File: src/rtl/stx_defines.svh
/*
 Constants for the serial audio input stage: word width codes, word widths,
 right-justified MSB offsets and frame length.
 Assumes inclusion by bare name from the design file.
*/
`ifndef STX_DEFINES_SVH
`define STX_DEFINES_SVH
// Word width codes
`define STX_W16 2'h0
`define STX_W18 2'h1
`define STX_W20 2'h2
`define STX_W24 2'h3
// Bits per word
`define STX_BITS16 5'h10
`define STX_BITS18 5'h12
`define STX_BITS20 5'h14
`define STX_BITS24 5'h18
// Right-justified delay from frame sync edge to MSB, in serial clocks
`define STX_RJ16 6'h10
`define STX_RJ18 6'h0E
`define STX_RJ20 6'h0C
`define STX_RJ24 6'h08
// I2S delay from frame sync edge to MSB
`define STX_I2S_DLY 6'h01
// Serial clocks per frame sync period assumed for right-justified
`define STX_FRAME_SCLK 7'h40
// Data FIFO depth
`define STX_FIFO_DEPTH 32
`endif

File: src/rtl/stx_pkg.sv
/*
 Types of the serial audio input stage.
 Assumes stx_defines.svh is on the include path.
*/
package stx_pkg;
   // Framing; I2S is the default
   typedef enum logic [1:0] {
      STX_FMT_I2S,
      STX_FMT_LJ,
      STX_FMT_RJ
   } stx_fmt_e;
   typedef logic [1:0] stx_width_t;
endpackage

File: src/rtl/stx_serial_in.sv
/*
 Serial audio input stage: samples bit clock, frame sync and data on the
 core clock, deserializes stereo words and queues them in a FIFO.
 Assumes the serial clock is at most a quarter of core_clk, and that the
 encoder downstream drains words via valid/ready.
*/
// Notes on behaviour
// - Left-justified, I2S and right-justified framing are selected by the format input.
// - Word width is 16, 18, 20 or 24 bits and exactly that many bits are assembled per slot.
// - In right-justified framing a high frame sync is the left slot and low the right slot.
// - Data and frame sync are sampled on the rising serial clock edge in every framing.
// - In right-justified framing the MSB follows the sync edge after 16, 14, 12 or 8 clocks.
// - Right-justified placement assumes 64 clocks per frame so the LSB ends at the next sync edge.
// - I2S is the default framing and in it a low sync is the left slot and high the right slot.
// - In I2S framing the MSB arrives one serial clock after the sync edge.
// - In left-justified framing a high sync is the left slot and low the right slot.
// - In left-justified framing the MSB is taken on the rising edge that carries the sync edge.

`include "stx_defines.svh"

// Word FIFO in flip-flops
module stx_fifo #(
   parameter int WIDTH = 25,
   parameter int DEPTH = 32
) (
   input wire logic core_clk, // Core clock
   input wire logic sys_rst, // Async reset, high
   input wire logic in_valid, // Write request
   output logic in_ready, // Not full
   input wire logic [WIDTH-1:0] in_data, // Write data
   output logic out_valid, // Not empty
   input wire logic out_ready, // Read accept
   output logic [WIDTH-1:0] out_data // Read data
);
   localparam int AW = $clog2(DEPTH);
   logic [WIDTH-1:0] mem [DEPTH];
   logic [AW-1:0] wr_ptr;
   logic [AW-1:0] rd_ptr;
   logic [AW:0] count;
   wire push = in_valid && in_ready;
   wire pop = out_valid && out_ready;
   assign in_ready = (count != (AW+1)'(DEPTH));
   assign out_valid = (count != '0);
   assign out_data = mem[rd_ptr];
   // Pointers and fill count
   always_ff @(posedge core_clk or posedge sys_rst) begin
      if (sys_rst) begin
         wr_ptr <= '0;
         rd_ptr <= '0;
         count <= '0;
      end else begin
         if (push) wr_ptr <= (wr_ptr == AW'(DEPTH - 1)) ? '0 : wr_ptr + 1'b1;
         if (pop) rd_ptr <= (rd_ptr == AW'(DEPTH - 1)) ? '0 : rd_ptr + 1'b1;
         count <= count + (AW+1)'(push) - (AW+1)'(pop);
      end
   end
   // Storage
   always_ff @(posedge core_clk) begin
      if (push) mem[wr_ptr] <= in_data;
   end

   // Fill bound and hold of full and empty
   chk_fifo_bound: assert property (@(posedge core_clk) disable iff (sys_rst)
      count <= (AW+1)'(DEPTH))
      else $error("FIFO fill count above depth");
   chk_fifo_full: assert property (@(posedge core_clk) disable iff (sys_rst)
      (!in_ready && !out_ready) |=> !in_ready)
      else $error("FIFO full flag dropped without a read");
   chk_fifo_empty: assert property (@(posedge core_clk) disable iff (sys_rst)
      (!out_valid && !in_valid) |=> !out_valid)
      else $error("FIFO valid raised without a write");
endmodule

module stx_serial_in
   import stx_pkg::*;
#(
   parameter int DEPTH = `STX_FIFO_DEPTH
) (
   input wire logic core_clk, // 50 MHz core clock
   input wire logic sys_rst, // Async reset, high
   input wire logic sclk, // Serial bit clock pin
   input wire logic fsync, // Frame sync pin
   input wire logic sdata, // Serial data pin
   input wire stx_pkg::stx_fmt_e fmt, // Framing select
   input wire stx_pkg::stx_width_t width, // Word width select
   output logic word_valid, // Word available
   input wire logic word_ready, // Encoder takes word
   output logic [23:0] word_data, // Sample, MSB aligned at bit 23
   output logic word_right, // High for right channel
   output logic overflow // Sticky: word lost, FIFO full
);
   import stx_pkg::*;

   // Synchroniser stages
   logic [2:0] sclk_s;
   logic [1:0] fs_s;
   logic [1:0] sd_s;

   // Slot tracking and shifter
   logic fs_prev;
   logic [6:0] bit_cnt;
   logic [23:0] shreg;
   logic [4:0] got;
   logic slot_right;
   logic capturing;

   // FIFO write side and overflow
   logic wr_valid;
   logic [24:0] wr_data;
   logic ff_out_valid;
   logic [24:0] ff_out_data;
   logic ff_in_ready;
   logic out_full;

   // Pin synchronisers; sclk gets a third stage for edge detection
   always_ff @(posedge core_clk or posedge sys_rst) begin
      if (sys_rst) begin
         sclk_s <= 3'h0;
         fs_s <= 2'h0;
         sd_s <= 2'h0;
      end else begin
         sclk_s <= {sclk_s[1:0], sclk};
         fs_s <= {fs_s[0], fsync};
         sd_s <= {sd_s[0], sdata};
      end
   end

   // Rising serial clock edge seen after two stages
   wire rise = sclk_s[1] && !sclk_s[2];
   wire fs_now = fs_s[1];
   wire fs_edge = rise && (fs_now != fs_prev);

   // Word length and MSB offset from sync edge per format
   wire [4:0] nbits = (width == `STX_W16) ? `STX_BITS16 :
                      (width == `STX_W18) ? `STX_BITS18 :
                      (width == `STX_W20) ? `STX_BITS20 : `STX_BITS24;
   wire [6:0] rj_dly = {1'b0, (width == `STX_W16) ? `STX_RJ16 :
                               (width == `STX_W18) ? `STX_RJ18 :
                               (width == `STX_W20) ? `STX_RJ20 : `STX_RJ24};
   wire [6:0] msb_pos = (fmt == STX_FMT_RJ) ? rj_dly :
                        (fmt == STX_FMT_I2S) ? {1'b0, `STX_I2S_DLY} : 7'h00;
   // Slot polarity: I2S low=left, LJ/RJ high=left
   wire next_right = (fmt == STX_FMT_I2S) ? fs_now : !fs_now;
   // Bit index within slot for this rising edge (0 on the sync edge)
   wire [6:0] idx = fs_edge ? 7'h00 : bit_cnt;
   wire start_bit = (idx == msb_pos);
   wire last_bit = capturing && (got == nbits - 5'h01);
   // Shifter value after this edge's bit is taken
   wire [23:0] shifted = {shreg[22:0], sd_s[1]};

   // Slot counter and shifter, all on rising serial clock edges
   always_ff @(posedge core_clk or posedge sys_rst) begin
      if (sys_rst) begin
         fs_prev <= 1'b0;
         bit_cnt <= 7'h7F;
         shreg <= 24'h0;
         got <= 5'h0;
         slot_right <= 1'b0;
         capturing <= 1'b0;
      end else if (rise) begin
         fs_prev <= fs_now;
         bit_cnt <= (idx == 7'h7F) ? idx : idx + 7'h01;
         if (fs_edge) slot_right <= next_right;
         if (start_bit) begin
            shreg <= {23'h0, sd_s[1]};
            got <= 5'h1;
            capturing <= (nbits != 5'h01);
         end else if (capturing) begin
            shreg <= shifted;
            got <= got + 5'h01;
            if (last_bit) capturing <= 1'b0;
         end
      end
   end

   // Finished word goes to the FIFO as one write
   wire done = rise && capturing && !start_bit && last_bit;
   wire [4:0] sh_amt = 5'h18 - nbits; // Left-aligns the word to 24 bits
   always_ff @(posedge core_clk or posedge sys_rst) begin
      if (sys_rst) begin
         wr_valid <= 1'b0;
         wr_data <= 25'h0;
         out_full <= 1'b0;
      end else begin
         wr_valid <= done;
         if (done) wr_data <= {(fs_edge ? !next_right : slot_right), shifted << sh_amt};
         if (wr_valid && !ff_in_ready) out_full <= 1'b1;
      end
   end

   // FIFO is read whenever the output register is empty or being taken
   wire pop_ok = !word_valid || word_ready;
   stx_fifo #(.WIDTH(25), .DEPTH(DEPTH)) stx_fifo_i (
      .core_clk(core_clk),
      .sys_rst(sys_rst),
      .in_valid(wr_valid),
      .in_ready(ff_in_ready),
      .in_data(wr_data),
      .out_valid(ff_out_valid),
      .out_ready(pop_ok),
      .out_data(ff_out_data)
   );

   // Output stage register
   always_ff @(posedge core_clk or posedge sys_rst) begin
      if (sys_rst) begin
         word_valid <= 1'b0;
         word_data <= 24'h0;
         word_right <= 1'b0;
         overflow <= 1'b0;
      end else begin
         overflow <= out_full;
         if (pop_ok) begin
            word_valid <= ff_out_valid;
            if (ff_out_valid) begin
               word_data <= ff_out_data[23:0];
               word_right <= ff_out_data[24];
            end
         end
      end
   end

   // Assertions
   chk_word_single: assert property (@(posedge core_clk) disable iff (sys_rst)
      wr_valid |=> !wr_valid)
      else $error("word written twice");
   chk_start_i2s: assert property (@(posedge core_clk) disable iff (sys_rst)
      (rise && fmt == STX_FMT_I2S && idx == 7'h01) |=> (got == 5'h01 && shreg[0] == $past(sd_s[1])))
      else $error("I2S MSB not taken one clock after sync edge");
   chk_start_lj: assert property (@(posedge core_clk) disable iff (sys_rst)
      (fs_edge && fmt == STX_FMT_LJ) |=> (got == 5'h01 && shreg[0] == $past(sd_s[1])))
      else $error("LJ MSB not on sync edge");
   chk_rj_offset: assert property (@(posedge core_clk) disable iff (sys_rst)
      (rise && fmt == STX_FMT_RJ && width == `STX_W24 && idx == 7'h08) |-> start_bit)
      else $error("RJ 24 bit MSB offset wrong");
   chk_slot_i2s: assert property (@(posedge core_clk) disable iff (sys_rst)
      (fs_edge && fmt == STX_FMT_I2S) |=> (slot_right == $past(fs_now)))
      else $error("I2S channel polarity wrong");
   chk_slot_lj: assert property (@(posedge core_clk) disable iff (sys_rst)
      (fs_edge && fmt == STX_FMT_LJ) |=> (slot_right == !$past(fs_now)))
      else $error("LJ channel polarity wrong");
   chk_slot_rj: assert property (@(posedge core_clk) disable iff (sys_rst)
      (fs_edge && fmt == STX_FMT_RJ) |=> (slot_right == !$past(fs_now)))
      else $error("RJ channel polarity wrong");
   chk_bit_count: assert property (@(posedge core_clk) disable iff (sys_rst)
      done |-> (got == nbits - 5'h01))
      else $error("word length wrong");
   chk_sample_edge: assert property (@(posedge core_clk) disable iff (sys_rst)
      (rise && (start_bit || capturing)) |=> (shreg[0] == $past(sd_s[1])))
      else $error("sampled off rising edge");
   chk_rj_end: assert property (@(posedge core_clk) disable iff (sys_rst)
      (rise && fmt == STX_FMT_RJ && start_bit) |-> (msb_pos + {2'h0, nbits} == 7'(`STX_FRAME_SCLK / 2)))
      else $error("RJ word not ending at sync edge");

   // Right-justified offsets for the remaining widths
   chk_rj_off16: assert property (@(posedge core_clk) disable iff (sys_rst)
      (rise && fmt == STX_FMT_RJ && width == `STX_W16 && idx == 7'h10) |=> (got == 5'h01))
      else $error("RJ 16 bit MSB offset wrong");
   chk_rj_off18: assert property (@(posedge core_clk) disable iff (sys_rst)
      (rise && fmt == STX_FMT_RJ && width == `STX_W18 && idx == 7'h0E) |=> (got == 5'h01))
      else $error("RJ 18 bit MSB offset wrong");
   chk_rj_off20: assert property (@(posedge core_clk) disable iff (sys_rst)
      (rise && fmt == STX_FMT_RJ && width == `STX_W20 && idx == 7'h0C) |=> (got == 5'h01))
      else $error("RJ 20 bit MSB offset wrong");
   chk_rj_quiet: assert property (@(posedge core_clk) disable iff (sys_rst)
      (rise && fmt == STX_FMT_RJ && idx < msb_pos) |=> !capturing)
      else $error("RJ bit taken before MSB slot");

   // Short words leave with zeroed low bits
   chk_lsb_w16: assert property (@(posedge core_clk) disable iff (sys_rst)
      (word_valid && width == `STX_W16) |-> (word_data[7:0] == 8'h00))
      else $error("16 bit word has low bits set");
   chk_lsb_w18: assert property (@(posedge core_clk) disable iff (sys_rst)
      (word_valid && width == `STX_W18) |-> (word_data[5:0] == 6'h00))
      else $error("18 bit word has low bits set");
   chk_lsb_w20: assert property (@(posedge core_clk) disable iff (sys_rst)
      (word_valid && width == `STX_W20) |-> (word_data[3:0] == 4'h0))
      else $error("20 bit word has low bits set");

   // Shifter and sync tracking
   chk_got_range: assert property (@(posedge core_clk) disable iff (sys_rst)
      capturing |-> (got < nbits))
      else $error("bit count past word length");
   chk_cap_clear: assert property (@(posedge core_clk) disable iff (sys_rst)
      (rise && capturing && last_bit && !start_bit) |=> !capturing)
      else $error("capture runs past last bit");
   chk_fs_track: assert property (@(posedge core_clk) disable iff (sys_rst)
      rise |=> (fs_prev == $past(fs_now)))
      else $error("frame sync not taken on rising edge");

   // Output stream and overflow
   chk_out_hold: assert property (@(posedge core_clk) disable iff (sys_rst)
      (word_valid && !word_ready) |=> (word_valid && $stable(word_data) && $stable(word_right)))
      else $error("output word changed while stalled");
   chk_out_load: assert property (@(posedge core_clk) disable iff (sys_rst)
      (ff_out_valid && pop_ok) |=> word_valid)
      else $error("queued word not presented");
   chk_ovf_sticky: assert property (@(posedge core_clk) disable iff (sys_rst)
      overflow |=> overflow)
      else $error("overflow flag cleared without reset");
   chk_ovf_set: assert property (@(posedge core_clk) disable iff (sys_rst)
      (wr_valid && !ff_in_ready) |-> ##2 overflow)
      else $error("lost word did not raise overflow");
endmodule

File: config.mk
export PLATFORM = sky130hd
export DESIGN_NAME = stx_serial_in
export DESIGN_NICKNAME = d
export VERILOG_FILES = /design/src/rtl/stx_pkg.sv /design/src/rtl/stx_serial_in.sv
export VERILOG_INCLUDE_DIRS = /design/src /design/src/rtl
export SDC_FILE = /design/constraint.sdc
export NUM_CORES = 1
export LEC_CHECK = 0
export ABC_AREA = 1
export BUFFER_PORTS_ARGS = -buffer_cell sky130_fd_sc_hd__buf_2
export CAP_MARGIN = 20
export CORE_UTILIZATION = 57
export DETAILED_ROUTE_END_ITERATION = 10
export PLACE_DENSITY = 0.81
export SYNTH_ARGS = -nofsm -noshare
export SYNTH_HDL_FRONTEND = slang
export SYNTH_HIERARCHICAL = 1
export SYNTH_SLANG_ARGS = --single-unit
File: constraint.sdc
create_clock -name core_clk -period 2.95 [get_ports core_clk]
set_input_delay 0.59 -clock core_clk [delete_from_list [all_inputs] [get_ports core_clk]]
set_output_delay 0.59 -clock core_clk [all_outputs]
set_load 0.02 [all_outputs]
After elaboration in Yosys (flattened, before gate mapping)
Memory sizes are Yosys's and may differ from the RTL's. A register that Yosys moved wholly into a read port is not among the register bits. Cells that the tools add are included.

Output and inout bits: 27. Register bits: 90. Logic and storage cells: 84. Memories kept: 1. Input bits: 10. Memory bits (writable): 800.

Memory list: stx_fifo_i.mem (depth 32, width 25, rd ports 1, clocked after Yosys merged registers in 1, write ports 1, RTL line stx_serial_in.sv:36) `logic [WIDTH-1:0] mem [DEPTH];`.

Mux-type cells: 23. Shift-type cells: 1. Add/sub/neg operators: 8. Reduce and logical (&&, ||, !) cells: 23. Eq/ne operators: 11.

Operator list (number): 2-to-1 mux 23 bit (2); 2-to-1 mux 5 bit (6); left shift 24 x 5 -> 24 bit (1); adder 5 x 1 -> 5 bit, second input constant (3); 2-to-1 mux 7 bit (2); 2-to-1 mux 4 bit (3); == test 5 bit, second input constant (2); logical AND 1 bit (9); 2-to-1 mux 1 bit (8); adder 7 x 1 -> 7 bit, second input constant (1); == test 7 x 5 -> 1 bit (1); == test 7 bit, second input constant (1); adder 6 x 1 -> 6 bit (1); logical NOT 1 bit (6); 2-to-1 mux 3 bit (2); inequality test 6 bit, second input constant (1); AND reduction 2 bit (3); nonzero test 6 bit (1); subtractor 6 x 1 -> 6 bit (1); == test 5 bit (1); inequality test 5 x 1 -> 1 bit, second input constant (1); subtractor 5 x 1 -> 5 bit, second input constant (1); subtractor 5 bit, first input constant (1); == test 2 bit, second input constant (2); other kinds (5) (6).

Logic depth before layout (Yosys ltp)
Word-level depth: 10. Depth in mapped cells: 15.

Cells and area by module
Netlist, hierarchy kept.

Modules (own cells, without submodules): stx_fifo (instances 1, cells each 3222, area an instance 34765.8 um^2); stx_serial_in (instances 1, cells each 565, area an instance 4859.7 um^2).

Worst setup path after synthesis
OpenSTA, ideal clock, no wires.

Path type: reg2reg. Start: register stx_fifo_i.count[2]. End: memory stx_fifo_i.mem[7][0] (enable). Buffers on the path: 0. Required time: 2512 ps. Stages on the path, launching flop included: 6. Setup time: 438 ps. Path slack: -40 ps. Data arrival time: 2552 ps. Path through: dfrtp_1 -> inv_1 -> ha_1 -> nand4_1 -> nand2_2 -> nor3_1.

Word-level cells in the longest chain between the ends: 4.

RTL lines: start: declaration (RTL line stx_serial_in.sv:39) `logic [AW:0] count;`; start signal: assignment (RTL line stx_serial_in.sv:54) `count <= count + (AW+1)'(push) - (AW+1)'(pop);`; inequality test 6 bit (RTL line stx_serial_in.sv:42) `assign in_ready = (count != (AW+1)'(DEPTH));`; net ff_in_ready (RTL line stx_serial_in.sv:112) `logic ff_in_ready;`; logical AND 1 bit (RTL line stx_serial_in.sv:40) `wire push = in_valid && in_ready;`; 2-to-1 mux 1 bit (RTL line stx_serial_in.sv:59) `if (push) mem[wr_ptr] <= in_data;`; 2-to-1 mux 1 bit (implied by the code) (RTL line stx_serial_in.sv:59); end: declaration (RTL line stx_serial_in.sv:36).

The timed path passes the listed nets, and every way through them passes these cells.

Worst setup path after layout
Start: register stx_fifo_i.count[2]. End: memory stx_fifo_i.mem[1][23] (enable).

The elaborated chain is that of the path after synthesis.

==> impl_results.md <==
- CTS tree: done
- Layout Skew: 0.0245 ns
- Async S/R FF share, synth: 0.126
- Final Util: 0.647
- Crit path required time: roughly 3.3 ns
- Ys flop type: edfxtp_1
- Vias in the first global route: 26800
- Hold Crit Class: in2reg
- Sequential-to-total area share from yosys stat: 0.679
- Max-cap violations: 0
- Global route overflow: 0
- Fin cells: 4854
- Reg2Reg Depth: 8
- Post-Syn Nets: between 3000 and 4000
- Yosys warns: 6
- P_sw: 0.0149 W
- Wire per inst: about 20 um
- Max Fclk: 383 MHz
- Drt first pass iters: 5
- Share of cells above drive strength 1: 0.102
- Hold path cells: 1
- Setup crit end kind: flip-flop
- R2r setup slk: about 0.34 ns
- Via Count: 27800
- CTS Buffer Depth: 3
- Largest family of logic cells by synthesized area: simple AND/OR/NAND/NOR gates
- Initial core utilization: 0.577
- Largest net degree at the start of global routing: 131
- First-pass GRT wire length: 151000 um
- Hold Path End: sclk_s[0]$_DFF_PP0_
- Initial antenna violation count: 0
- Drt via density: 5.72
- Synth Instances: 3787
- Drt initial violations: 3685
- RR Startpoint: stx_fifo_i/count[2]$_DFF_PP0_
- Crit path kind: reg2reg
- Comb pwr share: 0.328
- Compound-Gate Fraction of Synth Area: 0.0217
- Hold Path Origin: sclk
- Post-synth EDFFs: 800
- Post-Synth Adder-Cell Area: 0.00714
- Sw frac: 0.365
- CP Max Fanout: 15
- # hold bufs at CTS: 0
- Clk slew on worst S/H paths: 0.06 ns
- Final Cycle Share: 0.884
- Fin nets: about 3900
- Post_cts resized: 0
- Commonest cells after routing, fill and taps aside: nand2_1 (1320), edfxtp_1 (800), nand3_1 (538)
- DRT Wirelength: 98900 um
- Simple-gate area share of the yosys netlist: 0.209
- Outcome: completed
- RSZ-0062 raised after global routing: false
- Power share of the clock group: 0.284
- Core area: 0.0687 mm^2
- H-tree levels: 3
- Root buf cell: clkbuf_16
- Remaining DRCs: 0
- Tmin final: between 2 and 3 ns
- Arr. time, crit path: 2.92 ns
- Area Overhead vs Synth: 12.2%
- CTS buffer count: 89
- Distinct cells, synth: slightly above 40
- Crit path launch type: flip-flop
- Hold Fails Final Rpt: 0
- Detail Route Antenna Nets: 0
- Die area: 0.0706 mm^2
- Mux cell area share after synthesis: 0.00913
- Syn Std Cell Area: between 0.03 and 0.04 mm^2
- Slew @ Worst Pin: around 1.2 ns
- # clock sinks: 915
- Post-synthesis average cell area: 10.5 um^2
- P_int: 0.0260 W
- DIE HEIGHT: 266 um
- Routability cong.: 0.882
- Register share of total power: 0.388
- Detail Placement HPWL: between 50000 and 60000 um
- Setup violators final: 0
- FF+latch count, synth: 915
- Leak: 18.8 nW
- Slew headroom: 0.204
- Die W: 266 um
- Commonest non-fill, non-tap cell in the layout: nand2_1
- Maximum VDD drop: 0.630 mV
- GR Util All Layers: 0.283
- Placed Cells: 4687
- Reg-to-reg endpoint: stx_fifo_i/mem[1][23]$_DFFE_PP_
- Post-CTS Setup Bufs: 0
- Port bufs: 36
- Clk_lat worst skew: around 0.65 ns
- Pwr dens: between 900 and 1000 mW/mm^2
- Boundary pin count: 37
- Synth Area in XOR/XNOR: 0.00287
- Number of cell rows: 96
- Slew Limit Fails: 0
## final cells by class
class	instances	area, um^2
multi-input cells	2210	10100
inverters	470	1790
repair buffers	163	1530
fillers	4764	24200
clock buffers	117	2480
diodes	2	5.00
clock inverters	46	512
well taps	931	1160
flip-flops and latches	915	26900
## synth_stat cells (7+ instances only)
library cell	number	area (um^2)
a21oi_1	58	290
buf_1	13	48.8
buf_2	100	500
buf_4	8	60.1
buf_6	23	259
clkbuf_1	47	176
dfrtp_1	108	2700
dfstp_2	7	184
edfxtp_1	800	24000
ha_1	21	263
inv_1	458	1720
inv_2	9	33.8
mux2_2	25	282
mux2i_1	8	80.1
nand2_1	1321	4960
nand3_1	538	2690
nor2_1	103	387
nor3_1	11	55.1
o211ai_1	21	158
o21ai_0	50	250
o21ai_1	11	55.1
xor2_1	9	78.8
## logic make-up after synthesis
| logic type | Yosys count |
|---|---|
| AOI/OAI and AO/OA | 150 |
| buffers and inverters | 662 |
| xor gates and xnor gates | 13 |
| and+or+nand+nor | 1992 |
| muxes | 33 |
| adders and majority gates | 22 |
| DFF | 915 |
## stage by stage
step                      worst slack, ns  cell area (um^2)  hold WS (ns)  power [W]  setup TNS (ns)
after floorplan                   -0.0399             39600         0.331     0.0248           -3.99
after global placement              0.356             41400         0.333     0.0286               0
after global routing                0.150             44500        0.0347     0.0426               0
after detailed placement            0.299             41400         0.340     0.0290               0
after CTS                           0.363             44400        0.0341     0.0406               0
final                               0.341             44500        0.0630     0.0409               0
## power groups by stage
stage,Combinational (W),Clock (W),Sequential (W)
finish,0.0134,0.0116,0.0159
global route,0.0145,0.0122,0.0159
CTS,0.0130,0.0117,0.0159
detailed placement,0.0128,0,0.0162
global placement,0.0125,0,0.0161
floorplan,0.00861,0,0.0162
## worst max-delay path: stages (launching register included)
cell	delay, ns
dfrtp_1	0.35
inv_1	0.06
ha_1	0.22
nand4_1	0.15
nand2_2	0.19
inv_1	0.30
nand2_1	0.42
nor2_2	0.24
buf_4	0.32
## worst max path at each step
stage / startpoint / to / slack [ns] / depth (start not counted)
2_1_floorplan: stx_fifo_i/count[2]$_DFF_PP0_ / stx_fifo_i/mem[7][0]$_DFFE_PP_ / -0.04 / 5
3_3_place_gp: width[1] / wr_data[17]$_DFFE_PP0P_ / 0.36 / 12
3_5_place_dp: word_ready / stx_fifo_i/count[4]$_DFF_PP0_ / 0.30 / 13
4_1_cts: stx_fifo_i/count[2]$_DFF_PP0_ / stx_fifo_i/count[4]$_DFF_PP0_ / 0.36 / 12
5_1_grt: stx_fifo_i/count[4]$_DFF_PP0_ / stx_fifo_i/count[4]$_DFF_PP0_ / 0.15 / 12
6_report: stx_fifo_i/count[2]$_DFF_PP0_ / stx_fifo_i/mem[1][23]$_DFFE_PP_ / 0.34 / 8
## per-layer routing
layer  share of wire  vias to the layer above  track usage
met1            0.37                    13200        0.371
met4           0.048                        0        0.136
li1                -                    12600            -
met2            0.47                     1642        0.451
met5               0                        -            0
met3            0.11                      302       0.0600
## state kept, by name, summed over array words and instances (netlist names)
name / count
fs_s: 2
wr_valid: 1
word_right: 1
slot_right: 1
stx_fifo_i/rd_ptr: 5
word_valid: 1
out_full: 1
got: 5
shreg: 23
capturing: 1
wr_data: 25
word_data: 24
sd_s: 2
bit_cnt: 7
fs_prev: 1
stx_fifo_i/mem: 800
stx_fifo_i/count: 6
sclk_s: 3
stx_fifo_i/wr_ptr: 5
overflow: 1
Power figures use the tool's default switching activity.
